$ cat src/core/cct_pkg.sv
// Package for the multimode counter/timer channel: register map, control field layout,
// mode and source codes, and timing counts.
// Assumes a 100 MHz core clock; every cycle count below derives from that period.
package cct_pkg;

  // Core clock period in picoseconds (100 MHz)
  localparam int unsigned CLK_PS = 10000;

  // Register indices; the byte address is four times the index
  localparam logic [7:0] IDX_BOARD = 8'h00;
  localparam logic [7:0] IDX_STAT = 8'h02;
  localparam logic [7:0] IDX_TRIG = 8'h04;
  localparam logic [7:0] IDX_CTRL = 8'h06;
  localparam logic [7:0] IDX_CONST_A = 8'h07;
  localparam logic [7:0] IDX_CONST_B = 8'h08;
  localparam logic [7:0] IDX_READBACK = 8'h09;
  localparam logic [7:0] ADDR_BOARD = IDX_BOARD * 8'h04;
  localparam logic [7:0] ADDR_STAT = IDX_STAT * 8'h04;
  localparam logic [7:0] ADDR_TRIG = IDX_TRIG * 8'h04;
  localparam logic [7:0] ADDR_CTRL = IDX_CTRL * 8'h04;
  localparam logic [7:0] ADDR_CONST_A = IDX_CONST_A * 8'h04;
  localparam logic [7:0] ADDR_CONST_B = IDX_CONST_B * 8'h04;
  localparam logic [7:0] ADDR_READBACK = IDX_READBACK * 8'h04;

  // Control register field positions
  localparam int unsigned MODE_LSB = 0;
  localparam int unsigned POL_BIT = 3;
  localparam int unsigned GATE_LSB = 4;
  localparam int unsigned AUX_LSB = 6;
  localparam int unsigned TRIG_LSB = 8;
  localparam int unsigned SRC_LSB = 10;
  localparam int unsigned DEB_BIT = 13;
  localparam int unsigned IE_BIT = 15;
  localparam int unsigned CARRIER_BIT = 0;
  localparam int unsigned STAT_BIT = 0;

  // Reset values and write mask (bit 14 never stores)
  localparam logic [15:0] CTRL_RESET = 16'h0000;
  localparam logic [15:0] CTRL_WMASK = 16'hBFFF;
  localparam logic [15:0] BOARD_RESET = 16'h0000;
  localparam logic [15:0] CONST_RESET = 16'h0000;

  // Mode, source and polarity codes
  localparam logic [2:0] MODE_PWM = 3'h2;
  localparam logic [2:0] MODE_WD = 3'h3;
  localparam logic [2:0] MODE_EVT = 3'h4;
  localparam logic [2:0] SRC_EVT = 3'h0;
  localparam logic [2:0] SRC_MAX_INT = 3'h4;
  localparam logic [2:0] SRC_EXT = 3'h5;
  localparam logic [1:0] POL_LOW = 2'h1;
  localparam logic [1:0] POL_HIGH = 2'h2;
  localparam logic [1:0] TRIG_UPDN = 2'h3;

  // Input filter and event output pulse
  localparam int unsigned DEB_NS = 2500;
  localparam logic [8:0] DEB_CYC = 9'((DEB_NS * 1000 + CLK_PS - 1) / CLK_PS);
  localparam int unsigned PULSE_NS = 1750;
  localparam logic [7:0] PULSE_CYC = 8'((PULSE_NS * 1000 + CLK_PS - 1) / CLK_PS);

  // Internal clock dividers, indexed by clock source code 0..4
  localparam logic [7:0] DIV_8M [0:4] = '{8'(2000000 / CLK_PS), 8'(1000000 / CLK_PS),
    8'(500000 / CLK_PS), 8'(250000 / CLK_PS), 8'(125000 / CLK_PS)};
  localparam logic [7:0] DIV_32M [0:4] = '{8'(500000 / CLK_PS), 8'(250000 / CLK_PS),
    8'(125000 / CLK_PS), 8'(62500 / CLK_PS), 8'(31250 / CLK_PS)};

  // Channel run state
  typedef enum logic [2:0] {
    ST_IDLE = 3'h1,
    ST_RUN = 3'h2,
    ST_DONE = 3'h4
  } cct_state_type;

endpackage

$ cat src/core/cct_cond_if.sv
// Interface joining the channel core to its input conditioner.
// Carries raw pins in, the debounce enable, and cleaned levels out.
`timescale 1ns/1ps
interface cct_cond_if;
  logic [2:0] raw;
  logic deb_en;
  logic [2:0] clean;
  modport conditioner (input raw, input deb_en, output clean);
  modport user (output raw, output deb_en, input clean);
endinterface

$ cat src/core/cct_input_cond.sv
// Input conditioner: two-flop synchroniser and optional pulse filter per input.
// Assumes the raw inputs may be asynchronous; bit 0 gate, bit 1 aux, bit 2 trigger.
`timescale 1ns/1ps
module cct_input_cond
  import cct_pkg::*;
(
  input wire logic i_clock,
  input wire logic i_rst,
  cct_cond_if.conditioner cond
);

  typedef struct packed {
    logic [2:0] s1;
    logic [2:0] s2;
    logic [2:0] clean;
    logic [2:0][8:0] cnt;
  } cct_cond_type;

  cct_cond_type r_ff;
  cct_cond_type nxt_r;
  logic [2:0] nxt_clean;
  logic [2:0][8:0] nxt_cnt;

  // Per input: follow at once when unfiltered, else only after a stable run past the limit
  for (genvar i = 0; i < 3; i++) begin : g_in
    always_comb begin
      nxt_clean[i] = r_ff.clean[i];
      nxt_cnt[i] = 9'h000;
      if (r_ff.s2[i] != r_ff.clean[i]) begin
        if (!cond.deb_en) begin
          nxt_clean[i] = r_ff.s2[i];
        end else if (r_ff.cnt[i] >= DEB_CYC) begin
          nxt_clean[i] = r_ff.s2[i];
        end else begin
          nxt_cnt[i] = 9'(r_ff.cnt[i] + 9'h001);
        end
      end
    end
  end

  // Next state; first stage feeds only the second
  always_comb begin
    nxt_r = r_ff;
    nxt_r.s1 = cond.raw;
    nxt_r.s2 = r_ff.s1;
    nxt_r.clean = nxt_clean;
    nxt_r.cnt = nxt_cnt;
  end

  always_ff @(posedge i_clock) begin
    if (i_rst) begin
      r_ff <= '0;
    end else begin
      r_ff <= nxt_r;
    end
  end

  assign cond.clean = r_ff.clean;
endmodule

$ cat src/core/cct_channel.sv
// Counter/timer channel with PWM, watchdog and event counting modes behind an APB slave.
// Assumes APB master in the i_clock domain and raw input pins that may be asynchronous.
//
// Chosen here: the APB register port.
`timescale 1ns/1ps
// Overview of operation
// - Mode 010 is PWM, 011 is watchdog
// - Event counting needs mode 100, source 000
// - Bit 3 sets output level; idle high
// - Sources 0-4 internal rates, 101 external
// - Aux clock needs polarity 01/10, source 101
// - Gate field sets counting level or disables
// - Trigger pin edge or register write starts
// - Filter drops input pulses of 2.5 us
// - Watchdog counts down, active until zero
// - Timed-out watchdog waits for reload and trigger
// - Gate level or constant write reloads watchdog
// - Limit N times out after N ticks
// - Readback shows live count, no side effect
// - Watchdog interrupt clears after reload and write
// - Event match pulses output, clears, keeps counting
// - Trigger field 11 selects up/down, floor zero
// - Watchdog trigger field 11 continues or pauses
// - Event interrupt clears by write or bit 15
// - PWM alternates delay and active countdowns
// - PWM interrupts on every output edge
module cct_channel
  import cct_pkg::*;
(
  input wire logic i_clock,
  input wire logic i_rst,
  input wire logic i_psel,
  input wire logic i_penable,
  input wire logic i_pwrite,
  input wire logic [7:0] i_paddr,
  input wire logic [31:0] i_pwdata,
  output logic [31:0] o_prdata,
  output logic o_pready,
  output logic o_pslverr,
  input wire logic i_gate_reload_input,
  input wire logic i_aux_clock_event_input,
  input wire logic i_trigger_input,
  output logic o_out,
  output logic o_out_oe_n,
  output logic o_irq
);

  typedef struct packed {
    cct_state_type st;
    logic [15:0] ctrl;
    logic [15:0] board;
    logic [15:0] const_a;
    logic [15:0] const_b;
    logic [15:0] cnt;
    logic [7:0] pre;
    logic [7:0] pulse;
    logic phase;
    logic pend;
    logic reinit;
    logic aux_q;
    logic trig_q;
    logic [31:0] rdata;
  } cct_regs_type;

  cct_regs_type r_ff;
  cct_regs_type nxt_r;

  cct_cond_if cond ();

  cct_input_cond u_cond (
    .i_clock(i_clock),
    .i_rst(i_rst),
    .cond(cond)
  );

  // Raw pins into the conditioner; filter enable straight from control
  assign cond.raw = {i_trigger_input, i_aux_clock_event_input, i_gate_reload_input};
  assign cond.deb_en = r_ff.ctrl[DEB_BIT];

  logic gate_in, aux_in, trig_in;
  logic [2:0] mode, src;
  logic [1:0] gpol, apol, tpol;
  logic mode_pwm, mode_wd, mode_ev, running_mode;
  assign gate_in = cond.clean[0];
  assign aux_in = cond.clean[1];
  assign trig_in = cond.clean[2];
  assign mode = r_ff.ctrl[MODE_LSB +: 3];
  assign src = r_ff.ctrl[SRC_LSB +: 3];
  assign gpol = r_ff.ctrl[GATE_LSB +: 2];
  assign apol = r_ff.ctrl[AUX_LSB +: 2];
  assign tpol = r_ff.ctrl[TRIG_LSB +: 2];
  assign mode_pwm = (mode == MODE_PWM);
  assign mode_wd = (mode == MODE_WD);
  assign mode_ev = (mode == MODE_EVT) && (src == SRC_EVT);
  assign running_mode = mode_pwm || mode_wd || mode_ev;

  // Input decoding: active levels and edges of the cleaned inputs
  logic aux_act, aux_edge, trig_lvl, trig_edge, gate_ok, reload_act, cont_ok, count_down;
  assign aux_act = (apol == POL_LOW) ? !aux_in : aux_in;
  assign aux_edge = aux_act && !r_ff.aux_q && (apol == POL_LOW || apol == POL_HIGH);
  assign trig_lvl = (tpol == POL_LOW) ? !trig_in : trig_in;
  assign trig_edge = trig_lvl && !r_ff.trig_q && (tpol == POL_LOW || tpol == POL_HIGH);
  assign gate_ok = (gpol == POL_LOW) ? !gate_in : ((gpol == POL_HIGH) ? gate_in : 1'b1);
  assign reload_act = (gpol == POL_LOW && !gate_in) || (gpol == POL_HIGH && gate_in);
  assign cont_ok = (tpol != TRIG_UPDN) || trig_in;
  assign count_down = (tpol == TRIG_UPDN) && trig_in;

  // Counting clock: divided core clock or aux edges; the divided rate truncates to whole cycles
  logic int_ok, ext_sel, int_tick, tick;
  logic [7:0] div;
  assign int_ok = (src <= SRC_MAX_INT);
  assign div = !int_ok ? 8'h01 : (r_ff.board[CARRIER_BIT] ? DIV_32M[src] : DIV_8M[src]);
  assign int_tick = int_ok && (r_ff.pre >= 8'(div - 8'h01));
  assign ext_sel = (src == SRC_EXT) && (apol == POL_LOW || apol == POL_HIGH);
  assign tick = ext_sel ? aux_edge : int_tick;

  // APB decode; zero wait states, so the answer sits in the access cycle
  logic setup, access, wr, hit, sw_trig, wr_ctrl, wr_a, wr_stat;
  logic [31:0] rd_mux;
  assign setup = i_psel && !i_penable;
  assign access = i_psel && i_penable;
  assign wr = access && i_pwrite;
  always_comb begin
    hit = 1'b1;
    rd_mux = 32'h0000_0000;
    unique case (i_paddr)
      ADDR_BOARD: rd_mux = {16'h0000, r_ff.board};
      ADDR_STAT: rd_mux = {31'h0000_0000, r_ff.pend};
      ADDR_TRIG: rd_mux = 32'h0000_0000;
      ADDR_CTRL: rd_mux = {16'h0000, r_ff.ctrl};
      ADDR_CONST_A: rd_mux = {16'h0000, r_ff.const_a};
      ADDR_CONST_B: rd_mux = {16'h0000, r_ff.const_b};
      ADDR_READBACK: rd_mux = {16'h0000, r_ff.cnt};
      default: hit = 1'b0;
    endcase
  end
  assign sw_trig = wr && (i_paddr == ADDR_TRIG);
  assign wr_ctrl = wr && (i_paddr == ADDR_CTRL);
  assign wr_a = wr && (i_paddr == ADDR_CONST_A);
  assign wr_stat = wr && (i_paddr == ADDR_STAT);

  logic start;
  assign start = sw_trig || trig_edge;

  // Channel next state; hardware events are applied after status-write clears so a set wins over them, but a cleared bit 15 still clears
  logic irq_ev;
  logic [15:0] ev_val;
  always_comb begin
    nxt_r = r_ff;
    irq_ev = 1'b0;
    ev_val = 16'h0000;
    nxt_r.aux_q = aux_act;
    nxt_r.trig_q = trig_lvl;
    nxt_r.pre = int_tick ? 8'h00 : 8'(r_ff.pre + 8'h01);
    if (!int_ok) begin
      nxt_r.pre = 8'h00;
    end
    if (r_ff.pulse != 8'h00) begin
      nxt_r.pulse = 8'(r_ff.pulse - 8'h01);
    end
    unique case (r_ff.st)
      ST_IDLE: begin
        if (start && running_mode) begin
          nxt_r.st = ST_RUN;
          nxt_r.phase = 1'b0;
          if (mode_pwm) begin
            nxt_r.cnt = r_ff.const_a;
          end else if (mode_ev) begin
            nxt_r.cnt = 16'h0000;
          end
        end
      end
      ST_RUN: begin
        if (!running_mode) begin
          nxt_r.st = ST_IDLE;
        end else if (mode_pwm) begin
          if (tick && gate_ok) begin
            if (r_ff.cnt <= 16'h0001) begin
              nxt_r.phase = !r_ff.phase;
              nxt_r.cnt = r_ff.phase ? r_ff.const_a : r_ff.const_b;
              irq_ev = 1'b1;
            end else begin
              nxt_r.cnt = 16'(r_ff.cnt - 16'h0001);
            end
          end
        end else if (mode_wd) begin
          if (reload_act) begin
            nxt_r.cnt = r_ff.const_a;
            nxt_r.reinit = 1'b1;
          end else if (r_ff.cnt == 16'h0000) begin
            nxt_r.st = ST_DONE;
            nxt_r.reinit = 1'b0;
            irq_ev = 1'b1;
          end else if (tick && cont_ok) begin
            nxt_r.cnt = 16'(r_ff.cnt - 16'h0001);
            if (r_ff.cnt == 16'h0001) begin
              nxt_r.st = ST_DONE;
              nxt_r.reinit = 1'b0;
              irq_ev = 1'b1;
            end
          end
        end else begin
          if (aux_edge && gate_ok) begin
            if (count_down) begin
              ev_val = (r_ff.cnt == 16'h0000) ? 16'h0000 : 16'(r_ff.cnt - 16'h0001);
            end else begin
              ev_val = 16'(r_ff.cnt + 16'h0001);
            end
            if (ev_val == r_ff.const_a) begin
              nxt_r.cnt = 16'h0000;
              nxt_r.pulse = PULSE_CYC;
              irq_ev = 1'b1;
            end else begin
              nxt_r.cnt = ev_val;
            end
          end
        end
      end
      ST_DONE: begin
        if (!mode_wd) begin
          nxt_r.st = ST_IDLE;
        end else begin
          if (reload_act) begin
            nxt_r.cnt = r_ff.const_a;
            nxt_r.reinit = 1'b1;
          end
          if (start) begin
            nxt_r.st = ST_RUN;
          end
        end
      end
    endcase
    // Register writes
    if (wr_ctrl) begin
      nxt_r.ctrl = i_pwdata[15:0] & CTRL_WMASK;
    end
    if (wr && i_paddr == ADDR_BOARD) begin
      nxt_r.board = i_pwdata[15:0];
    end
    if (wr && i_paddr == ADDR_CONST_B) begin
      nxt_r.const_b = i_pwdata[15:0];
    end
    if (wr_a) begin
      nxt_r.const_a = i_pwdata[15:0];
      if (mode_wd) begin
        nxt_r.cnt = i_pwdata[15:0];
        nxt_r.reinit = 1'b1;
      end
    end
    // Watchdog clear only takes once the timer has been reloaded
    if (wr_stat && i_pwdata[STAT_BIT] && (!mode_wd || r_ff.reinit)) begin
      nxt_r.pend = 1'b0;
    end
    if (!nxt_r.ctrl[IE_BIT]) begin
      nxt_r.pend = 1'b0;
    end else if (irq_ev && r_ff.ctrl[IE_BIT]) begin
      nxt_r.pend = 1'b1;
    end
    if (setup) begin
      nxt_r.rdata = rd_mux;
    end
  end

  always_ff @(posedge i_clock) begin
    if (i_rst) begin
      r_ff <= '{st: ST_IDLE, ctrl: CTRL_RESET, board: BOARD_RESET, const_a: CONST_RESET,
                const_b: CONST_RESET, default: '0};
    end else begin
      r_ff <= nxt_r;
    end
  end

  // Output pin: released (pulled high) outside the three modes
  logic drive, active;
  assign drive = running_mode;
  assign active = (mode_pwm && r_ff.st == ST_RUN && r_ff.phase) || (mode_wd && r_ff.st == ST_RUN) ||
                  (mode_ev && r_ff.pulse != 8'h00);
  assign o_out = drive ? (active ? r_ff.ctrl[POL_BIT] : !r_ff.ctrl[POL_BIT]) : 1'b1;
  assign o_out_oe_n = !drive;
  assign o_irq = r_ff.pend;
  assign o_prdata = r_ff.rdata;
  assign o_pready = 1'b1;
  assign o_pslverr = access && !hit;
endmodule

$ cat config.mk
export PLATFORM = sky130hd
export DESIGN_NAME = cct_channel
export DESIGN_NICKNAME = d
export VERILOG_FILES = /design/src/core/cct_pkg.sv /design/src/core/cct_cond_if.sv /design/src/core/cct_input_cond.sv /design/src/core/cct_channel.sv
export SDC_FILE = /design/constraint.sdc
export NUM_CORES = 1
export LEC_CHECK = 0
export BUFFER_PORTS_ARGS = -buffer_cell sky130_fd_sc_hd__buf_2
export CORE_MARGIN = 3
export CORE_UTILIZATION = 62
export CTS_CLUSTER_DIAMETER = 100
export DETAILED_ROUTE_END_ITERATION = 12
export HOLD_SLACK_MARGIN = 0.06
export PLACE_DENSITY = 0.82
export SYNTH_ARGS = -nofsm -noshare
export SYNTH_HDL_FRONTEND = slang
export SYNTH_HIERARCHICAL = 1
export SYNTH_SLANG_ARGS = --single-unit
$ cat constraint.sdc
create_clock -name i_clock -period 5.1 [get_ports i_clock]
set_clock_uncertainty 0.2 [all_clocks]
set_input_delay 1.02 -clock i_clock [delete_from_list [all_inputs] [get_ports i_clock]]
set_output_delay 1.02 -clock i_clock [all_outputs]
set_load 0.05 [all_outputs]
Word-level counts from Yosys, hierarchy flattened:

Memory sizes are Yosys's and may differ from the RTL's.
Index checks and enable logic that the tools add are counted.

* input port bits: 48
* memories: 2
* output and inout bits: 37
* memory bits (read-only): 128
* word-level logic and storage cells: 253
* register bits: 171

* mux-type cells: 97
* add/subtract/negate cells: 8
* reduce and logical (&&, ||, !) cells: 69
* order comparisons: 7
* equal/unequal tests: 40
* bitwise operators: 7

Memory list
* (name not given): words 8, width 8, rd ports 1, clocked after memory_dff 0, wr ports 0, RTL line cct_channel.sv:112 `assign div = !int_ok ? 8'h01 : (r_ff.board[CARRIER_BIT] ? DIV_32M[src] : DIV_8M[src]);`
* (name not given): words 8, width 8, rd ports 1, clocked after memory_dff 0, wr ports 0, RTL line cct_channel.sv:112

Operators with widths (number)
* 16-bit 2-to-1 mux: 26
* 8-bit 2-to-1 mux: 12
* 16-bit one-hot mux with 6 select lines: 1
* 16-bit one-hot mux with 3 select lines: 1
* 1-bit 2-to-1 mux: 43
* 1-bit logical AND: 31
* 3-bit 2-to-1 mux: 10
* 9-bit by 1-bit adder with 9-bit output (second input constant): 3
* 9-bit by 8-bit greater-or-equal comparator with 1-bit output (second input constant): 3
* 8-bit by 5-bit equality test with 1-bit output (second input constant): 3
* 16-bit by 1-bit adder with 16-bit output (second input constant): 1
* 16-bit by 1-bit equality test with 1-bit output (second input constant): 1
* 16-bit equality test: 1
* 8-bit by 6-bit equality test with 1-bit output (second input constant): 2
* 16-bit by 1-bit less-or-equal comparator with 1-bit output (second input constant): 1
* 16-bit zero test: 1
* 16-bit by 1-bit subtractor with 16-bit output (second input constant): 1
* 8-bit by 1-bit subtractor with 8-bit output (second input constant): 2
* 2-bit != test (second input constant): 6
* 3-bit != test (second input constant): 4
* 4-bit OR reduction: 3
* 1-bit zero test: 11
* 1-bit logical OR: 10
* 3-bit by 2-bit equality test with 1-bit output (second input constant): 3
* other kinds (27): 48

Logic depth before layout (Yosys ltp):

* word-level depth: 20
* mapped depth: 21
* gate-level depth less buffers: 18

Modules after synthesis:

The synthesis kept the hierarchy.

Modules (own cells, without submodules)
* cct_channel: seq. area each 2382.3 um^2, area each 9756.9 um^2, times used 1, cells each 1329
* cct_input_cond: seq. area each 720.7 um^2, area each 1641.6 um^2, times used 1, cells each 159

Worst setup path after synthesis:

No wires, ideal clock.

* kind: reg-to-reg
* start: register r_ff[128] (netlist bit)
* end: register r_ff[67] (netlist bit)
* arrival: 3.978 ns
* data required time: 4.813 ns
* buffers on the path: 3
* cell stages (with the launch flop): 22
* period minus slack after synthesis: 4.265 ns
* slack: 0.835 ns
* library setup time: 0.087 ns
* cells stage by stage: dfxtp_1 -> clkbuf_1 -> inv_1 -> ha_1 -> nand2_1 -> o21ai_0 -> a22oi_1 -> nor2b_1 -> nand2_1 -> o31a_1 -> o21ai_0 -> ha_1 -> a21oi_1 -> o21ai_0 -> a21oi_1 -> o22a_1 -> clkbuf_1 -> clkbuf_1 -> nor2_1 -> o21ai_0 -> nand3_1 -> o31ai_1

* word-level cells in the longest chain between the ends: 20
* elaborated cells between the ends (all ways): 35
* classes of those cells: add/sub: 1; order compare: 2; eq/ne: 1; mux: 20; bitwise: 1; reduce/logical: 8; memory: 2

Ends and longest elaborated chain
* start: declaration: RTL line cct_channel.sv:65 `cct_regs_type r_ff;`
* start signal: assignment: RTL line cct_channel.sv:266 `r_ff <= '{st: ST_IDLE, ctrl: CTRL_RESET, board: BOARD_RESET, const_a: CONST_RESET,`
* start signal: assignment: RTL line cct_channel.sv:269 `r_ff <= nxt_r;`
* 3-bit inverter with 4-bit output (not written as such): RTL line cct_channel.sv:112
* memory 8 x 8 bit
* 8-bit 2-to-1 mux (not written as such) (2 in series): RTL line cct_channel.sv:112
* 8-bit 2-to-1 mux (2 in series): RTL line cct_channel.sv:112
* 8-bit by 1-bit subtractor with 8-bit output: RTL line cct_channel.sv:113 `assign int_tick = int_ok && (r_ff.pre >= 8'(div - 8'h01));`
* 8-bit greater-or-equal comparator: RTL line cct_channel.sv:113
* 1-bit logical AND: RTL line cct_channel.sv:113
* 1-bit 2-to-1 mux: RTL line cct_channel.sv:115 `assign tick = ext_sel ? aux_edge : int_tick;`
* [... 2 more ...]
* 16-bit 2-to-1 mux: RTL line cct_channel.sv:190 `end else if (r_ff.cnt == 16'h0000) begin`
* 16-bit 2-to-1 mux: RTL line cct_channel.sv:187 `if (reload_act) begin`
* 16-bit 2-to-1 mux: RTL line cct_channel.sv:186 `end else if (mode_wd) begin`
* 16-bit 2-to-1 mux: RTL line cct_channel.sv:176 `end else if (mode_pwm) begin`
* 16-bit 2-to-1 mux: RTL line cct_channel.sv:174 `if (!running_mode) begin`
* 16-bit one-hot mux with 3 select lines *: RTL line cct_channel.sv:161 `unique case (r_ff.st)`
* 16-bit 2-to-1 mux: RTL line cct_channel.sv:245 `if (mode_wd) begin`
* 16-bit 2-to-1 mux *: RTL line cct_channel.sv:243 `if (wr_a) begin`

Every way passes the cells marked *; elsewhere a longest branch is shown, timed or not. The select of a mux whose other input is x is not followed.
A chain may end at the register's enable or synchronous reset.

Final worst setup path:

* start: register r_ff[54] (netlist bit)
* end: register r_ff[66] (netlist bit)

* word-level cells in the longest chain between the ends: 17
* elaborated cells between the ends (all ways): 25
* classes of those cells: add/sub: 2; order compare: 1; eq/ne: 1; mux: 20; reduce/logical: 1

Ends and longest elaborated chain
* 16-bit by 1-bit subtractor with 16-bit output or 16-bit zero test (tied branches)
* 16-bit 2-to-1 mux: RTL line cct_channel.sv:205 `ev_val = (r_ff.cnt == 16'h0000) ? 16'h0000 : 16'(r_ff.cnt - 16'h0001);`
* 16-bit 2-to-1 mux: RTL line cct_channel.sv:204 `if (count_down) begin`
* 16-bit 2-to-1 mux: RTL line cct_channel.sv:203 `if (aux_edge && gate_ok) begin`
* 16-bit 2-to-1 mux: RTL line cct_channel.sv:186
* 16-bit 2-to-1 mux: RTL line cct_channel.sv:176
* 16-bit 2-to-1 mux: RTL line cct_channel.sv:174
* 16-bit 2-to-1 mux: RTL line cct_channel.sv:161
* 16-bit equality test: RTL line cct_channel.sv:209 `if (ev_val == r_ff.const_a) begin`
* 16-bit 2-to-1 mux: RTL line cct_channel.sv:209
* 16-bit 2-to-1 mux: RTL line cct_channel.sv:203
* 16-bit 2-to-1 mux: RTL line cct_channel.sv:186
* 16-bit 2-to-1 mux *: RTL line cct_channel.sv:176
* 16-bit 2-to-1 mux *: RTL line cct_channel.sv:174
* 16-bit one-hot mux with 3 select lines *: RTL line cct_channel.sv:161
* 16-bit 2-to-1 mux: RTL line cct_channel.sv:245
* 16-bit 2-to-1 mux *: RTL line cct_channel.sv:243

Marks and branches as above.

==> flow_metrics.env <==
export IMPL_clk_pin_slew_ps=60
export IMPL_power_frac_clock_pct=43.8
export IMPL_finalWirelength_mm=36.87
export IMPL_syn2layout_area_growth_pct=6.092
export IMPL_nets=1527
export IMPL_cp_start_kind="register"
export IMPL_post_cts_buffers=0
export IMPL_cts_sinks=155
export IMPL_wl_per_cell_um=21.84
export IMPL_cts_buffers=17
export IMPL_dr_first_iter_drc_count=1619
export IMPL_ys_top_cells_by_area="dfxtp_1 27%, mux2i_1 6.3%, nand2_1 4.8%"
export IMPL_die_area_um2=20050
export IMPL_via_per_inst=6.986
export IMPL_hpwl_mm=25.41
export IMPL_vdd_ir_drop_max_mv=0.2448
export IMPL_fin_crit_sh_pct=92.83
export IMPL_rsz0062_at_grt="false"
export IMPL_critPathKind="reg -> reg"
export IMPL_synth_area_um2=11400
export IMPL_slowest_delay_ps=760
export IMPL_worstPathArrival_ps=4810
export IMPL_slew_headroom_pct=18.90
export IMPL_drt_pass1_iterations=8
export IMPL_maxCapViolCount=0
export IMPL_port_buffers=51
export IMPL_tns_ps=0
export IMPL_clk_path_buf_depth=2
export IMPL_cp_end_kind="register"
export IMPL_ys_seq_area_share_pct=27.22
export IMPL_final_hold_viol_count=0
export IMPL_synthFlopType="dfxtp_1"
export IMPL_path_cells="inv_1, ha_1, nor3b_2, and4_1, xnor2_1, nor3_1, a2111oi_0, nand4b_1, nor4_4, buf_4, o32ai_1"
export IMPL_grt_overflow=0
export IMPL_grt_start_max_net_pins=89
export IMPL_critPathSlowestCell="dfxtp_1"
export IMPL_placed_cells=1656
export IMPL_p_comb_share_pct=11.3
export IMPL_synth_avg_cell_area_um2=7.660
export IMPL_cp_buffers_inverters=2
export IMPL_synth_cell_types=86
export IMPL_tightest_slew_ps=1211
export IMPL_yosys_area_top_type="dfxtp_1"
export IMPL_core_um2=17660
export IMPL_final_setup_viol_count=0
export IMPL_clock_root_buffer="clkbuf_16"
export IMPL_p_leak_nw=4.338
export IMPL_place_gp_congestion=1.024
export IMPL_detail_route_antenna_nets=0
export IMPL_ctsResizeCount=0
export IMPL_yosys_warnings=6
export IMPL_crit_fanout=14
export IMPL_drc=0
export IMPL_min_path_type="reg -> reg"
export IMPL_n_antenna_cell=0
export IMPL_num_vias=11790
export IMPL_drive_gt1_share_pct=12.24
export IMPL_synth_edff_count=0
export IMPL_cts_tree="built"
export IMPL_synthesis_instances=1488
export IMPL_p_int_w=0.002080
export IMPL_holdBufCountCts=0
export IMPL_antenna_found_initial=0
export IMPL_initial_utilization_pct=64.55
export IMPL_grt_usage_pct=35.64
export IMPL_grt_pass1_vias=10820
export IMPL_place_area_um2=11520
export IMPL_fin_crit_ps=4734
export IMPL_die_w_um=141.6
export IMPL_rows=48
export IMPL_seqPwrFrac_pct=44.9
export IMPL_insertion_delay_ps=440
export IMPL_h_tree_depth=4
export IMPL_powerDensity_nw_per_um2=238.0
export IMPL_final_cell_area_um2=12090
export IMPL_ios=85
export IMPL_crit_required_ps=5170
export IMPL_status="finished, final reports clean"
export IMPL_crit_family="simple AND/OR/NAND/NOR gates"
export IMPL_yosys_register_bits=155
export IMPL_synth_top_area_share_pct=27.22
export IMPL_slew_viol_final=0
export IMPL_grt_pass1_wl_mm=57.74
export IMPL_die_height_um=141.6
export IMPL_instances_no_fill=1688
export IMPL_max_freq_mhz=211.2
export IMPL_switchingPower_w=0.0007988
export IMPL_async_reset_ff_share_pct=0
export IMPL_switching_share_pct=27.75
synthesized netlist by cell type (all sizes together) (4+ instances only):
library cell	number
nand3b	7
or3	26
xnor2	43
nor3b	6
dfxtp	155
a32oi	5
mux2i	72
inv	31
o31ai	9
a21oi	93
o2bb2ai	6
nor2b	21
a221oi	21
and3	9
nor2	145
nand2	145
o221ai	4
buf	63
a22oi	44
nor4	29
o22ai	16
a221o	4
and2	6
a211oi	42
o21a	6
or2	4
o211ai	7
ha	29
o2111ai	5
o21ai	92
xor2	25
o32ai	8
nor3	54
clkbuf	104
nand2b	20
a31oi	13
or4	6
nand4	18
nand3	39
sequential cells by signal, summed over array words and instances (netlist names):
| register | flops |
|---|---|
| u_cond/r_ff | 30 |
| cond.deb_en | 1 |
| mode | 3 |
| apol | 2 |
| o_irq | 1 |
| o_prdata | 16 |
| u_cond/cond.clean | 3 |
| gpol | 2 |
| u_cond/nxt_r | 3 |
| r_ff | 94 |
per-stage QoR:
step	hold WS (ps)	utilization, %	total power [W]	setup slack (ps)
floorplan	213.8	-	0.001582	834.9
global placement	226.9	65.26	0.001628	693.1
detailed placement	226.3	65.26	0.001640	627.5
CTS	241.7	68.49	0.002875	591.7
global route	267.1	68.49	0.002979	147.7
finish	243.1	68.49	0.002879	365.7
power by group through the flow:
stage	clock, W	combinational, W	sequential, W
2_1_floorplan	0	0.000273	0.00131
3_3_place_gp	0	0.000310	0.00132
3_5_place_dp	0	0.000321	0.00132
4_1_cts	0.00126	0.000322	0.00129
5_1_grt	0.00132	0.000360	0.00130
6_report	0.00126	0.000324	0.00129
logic make-up (layout without fill, tap and decap cells):
family	count (synthesis)	in the layout	synth area share (%)
compound gates	414	414	24.47
other cells	3	20	0.09879
buf+inv	198	156	8.200
xor+xnor	68	68	5.225
mux	72	72	6.323
fa+ha+maj	29	29	3.183
flops	155	155	27.22
simple gates	549	549	25.28
placed cells by master (no fill, tap or decap), drive strengths merged, types with 9 or more instances in the layout:
| cell type | instances |
|---|---|
| conb | 20 |
| nor2b | 21 |
| nand3 | 39 |
| nand4 | 18 |
| a21oi | 93 |
| and3 | 9 |
| nand2 | 145 |
| or3 | 26 |
| nor2 | 145 |
| dfxtp | 155 |
| a211oi | 42 |
| ha | 29 |
| a221oi | 21 |
| xor2 | 25 |
| o31ai | 9 |
| o22ai | 16 |
| nand2b | 20 |
| buf | 93 |
| mux2i | 72 |
| xnor2 | 43 |
| o21ai | 92 |
| a22oi | 44 |
| clkbuf | 22 |
| nor4 | 29 |
| a31oi | 13 |
| inv | 36 |
| nor3 | 54 |
final cells by class:
class                      instances  area (um2)
clock buffer                      22       464.2
multi-input combinational       1152        7450
fill                            1475        5564
clock inverter                    10       105.1
sequential                       155        3103
inverter                          31       116.4
timing repair buffer              93       573.1
tap                              225       281.5
final timing paths:
path | from | to | slack [ps] | cells after the start
setup / recovery | r_ff[54] | r_ff[66] | 370 | 11
hold / removal | u_cond/nxt_r[31] | u_cond/r_ff[31] | 240 | 1
setup reg to reg | r_ff[54] | r_ff[66] | 370 | 11
hold reg to reg | u_cond/nxt_r[31] | u_cond/r_ff[31] | 240 | 1
metal layers:
metal | global-route usage, % | vias to the layer above | routed length [um]
met2 | 54.69 | 844 | 15980
met1 | 45.62 | 5427 | 14220
met3 | 9.269 | 231 | 4334
li1 | - | 5290 | -
met4 | 19.75 | 0 | 2337
met5 | 0 | - | 0
Note: power is estimated with default switching activity, not from simulation.
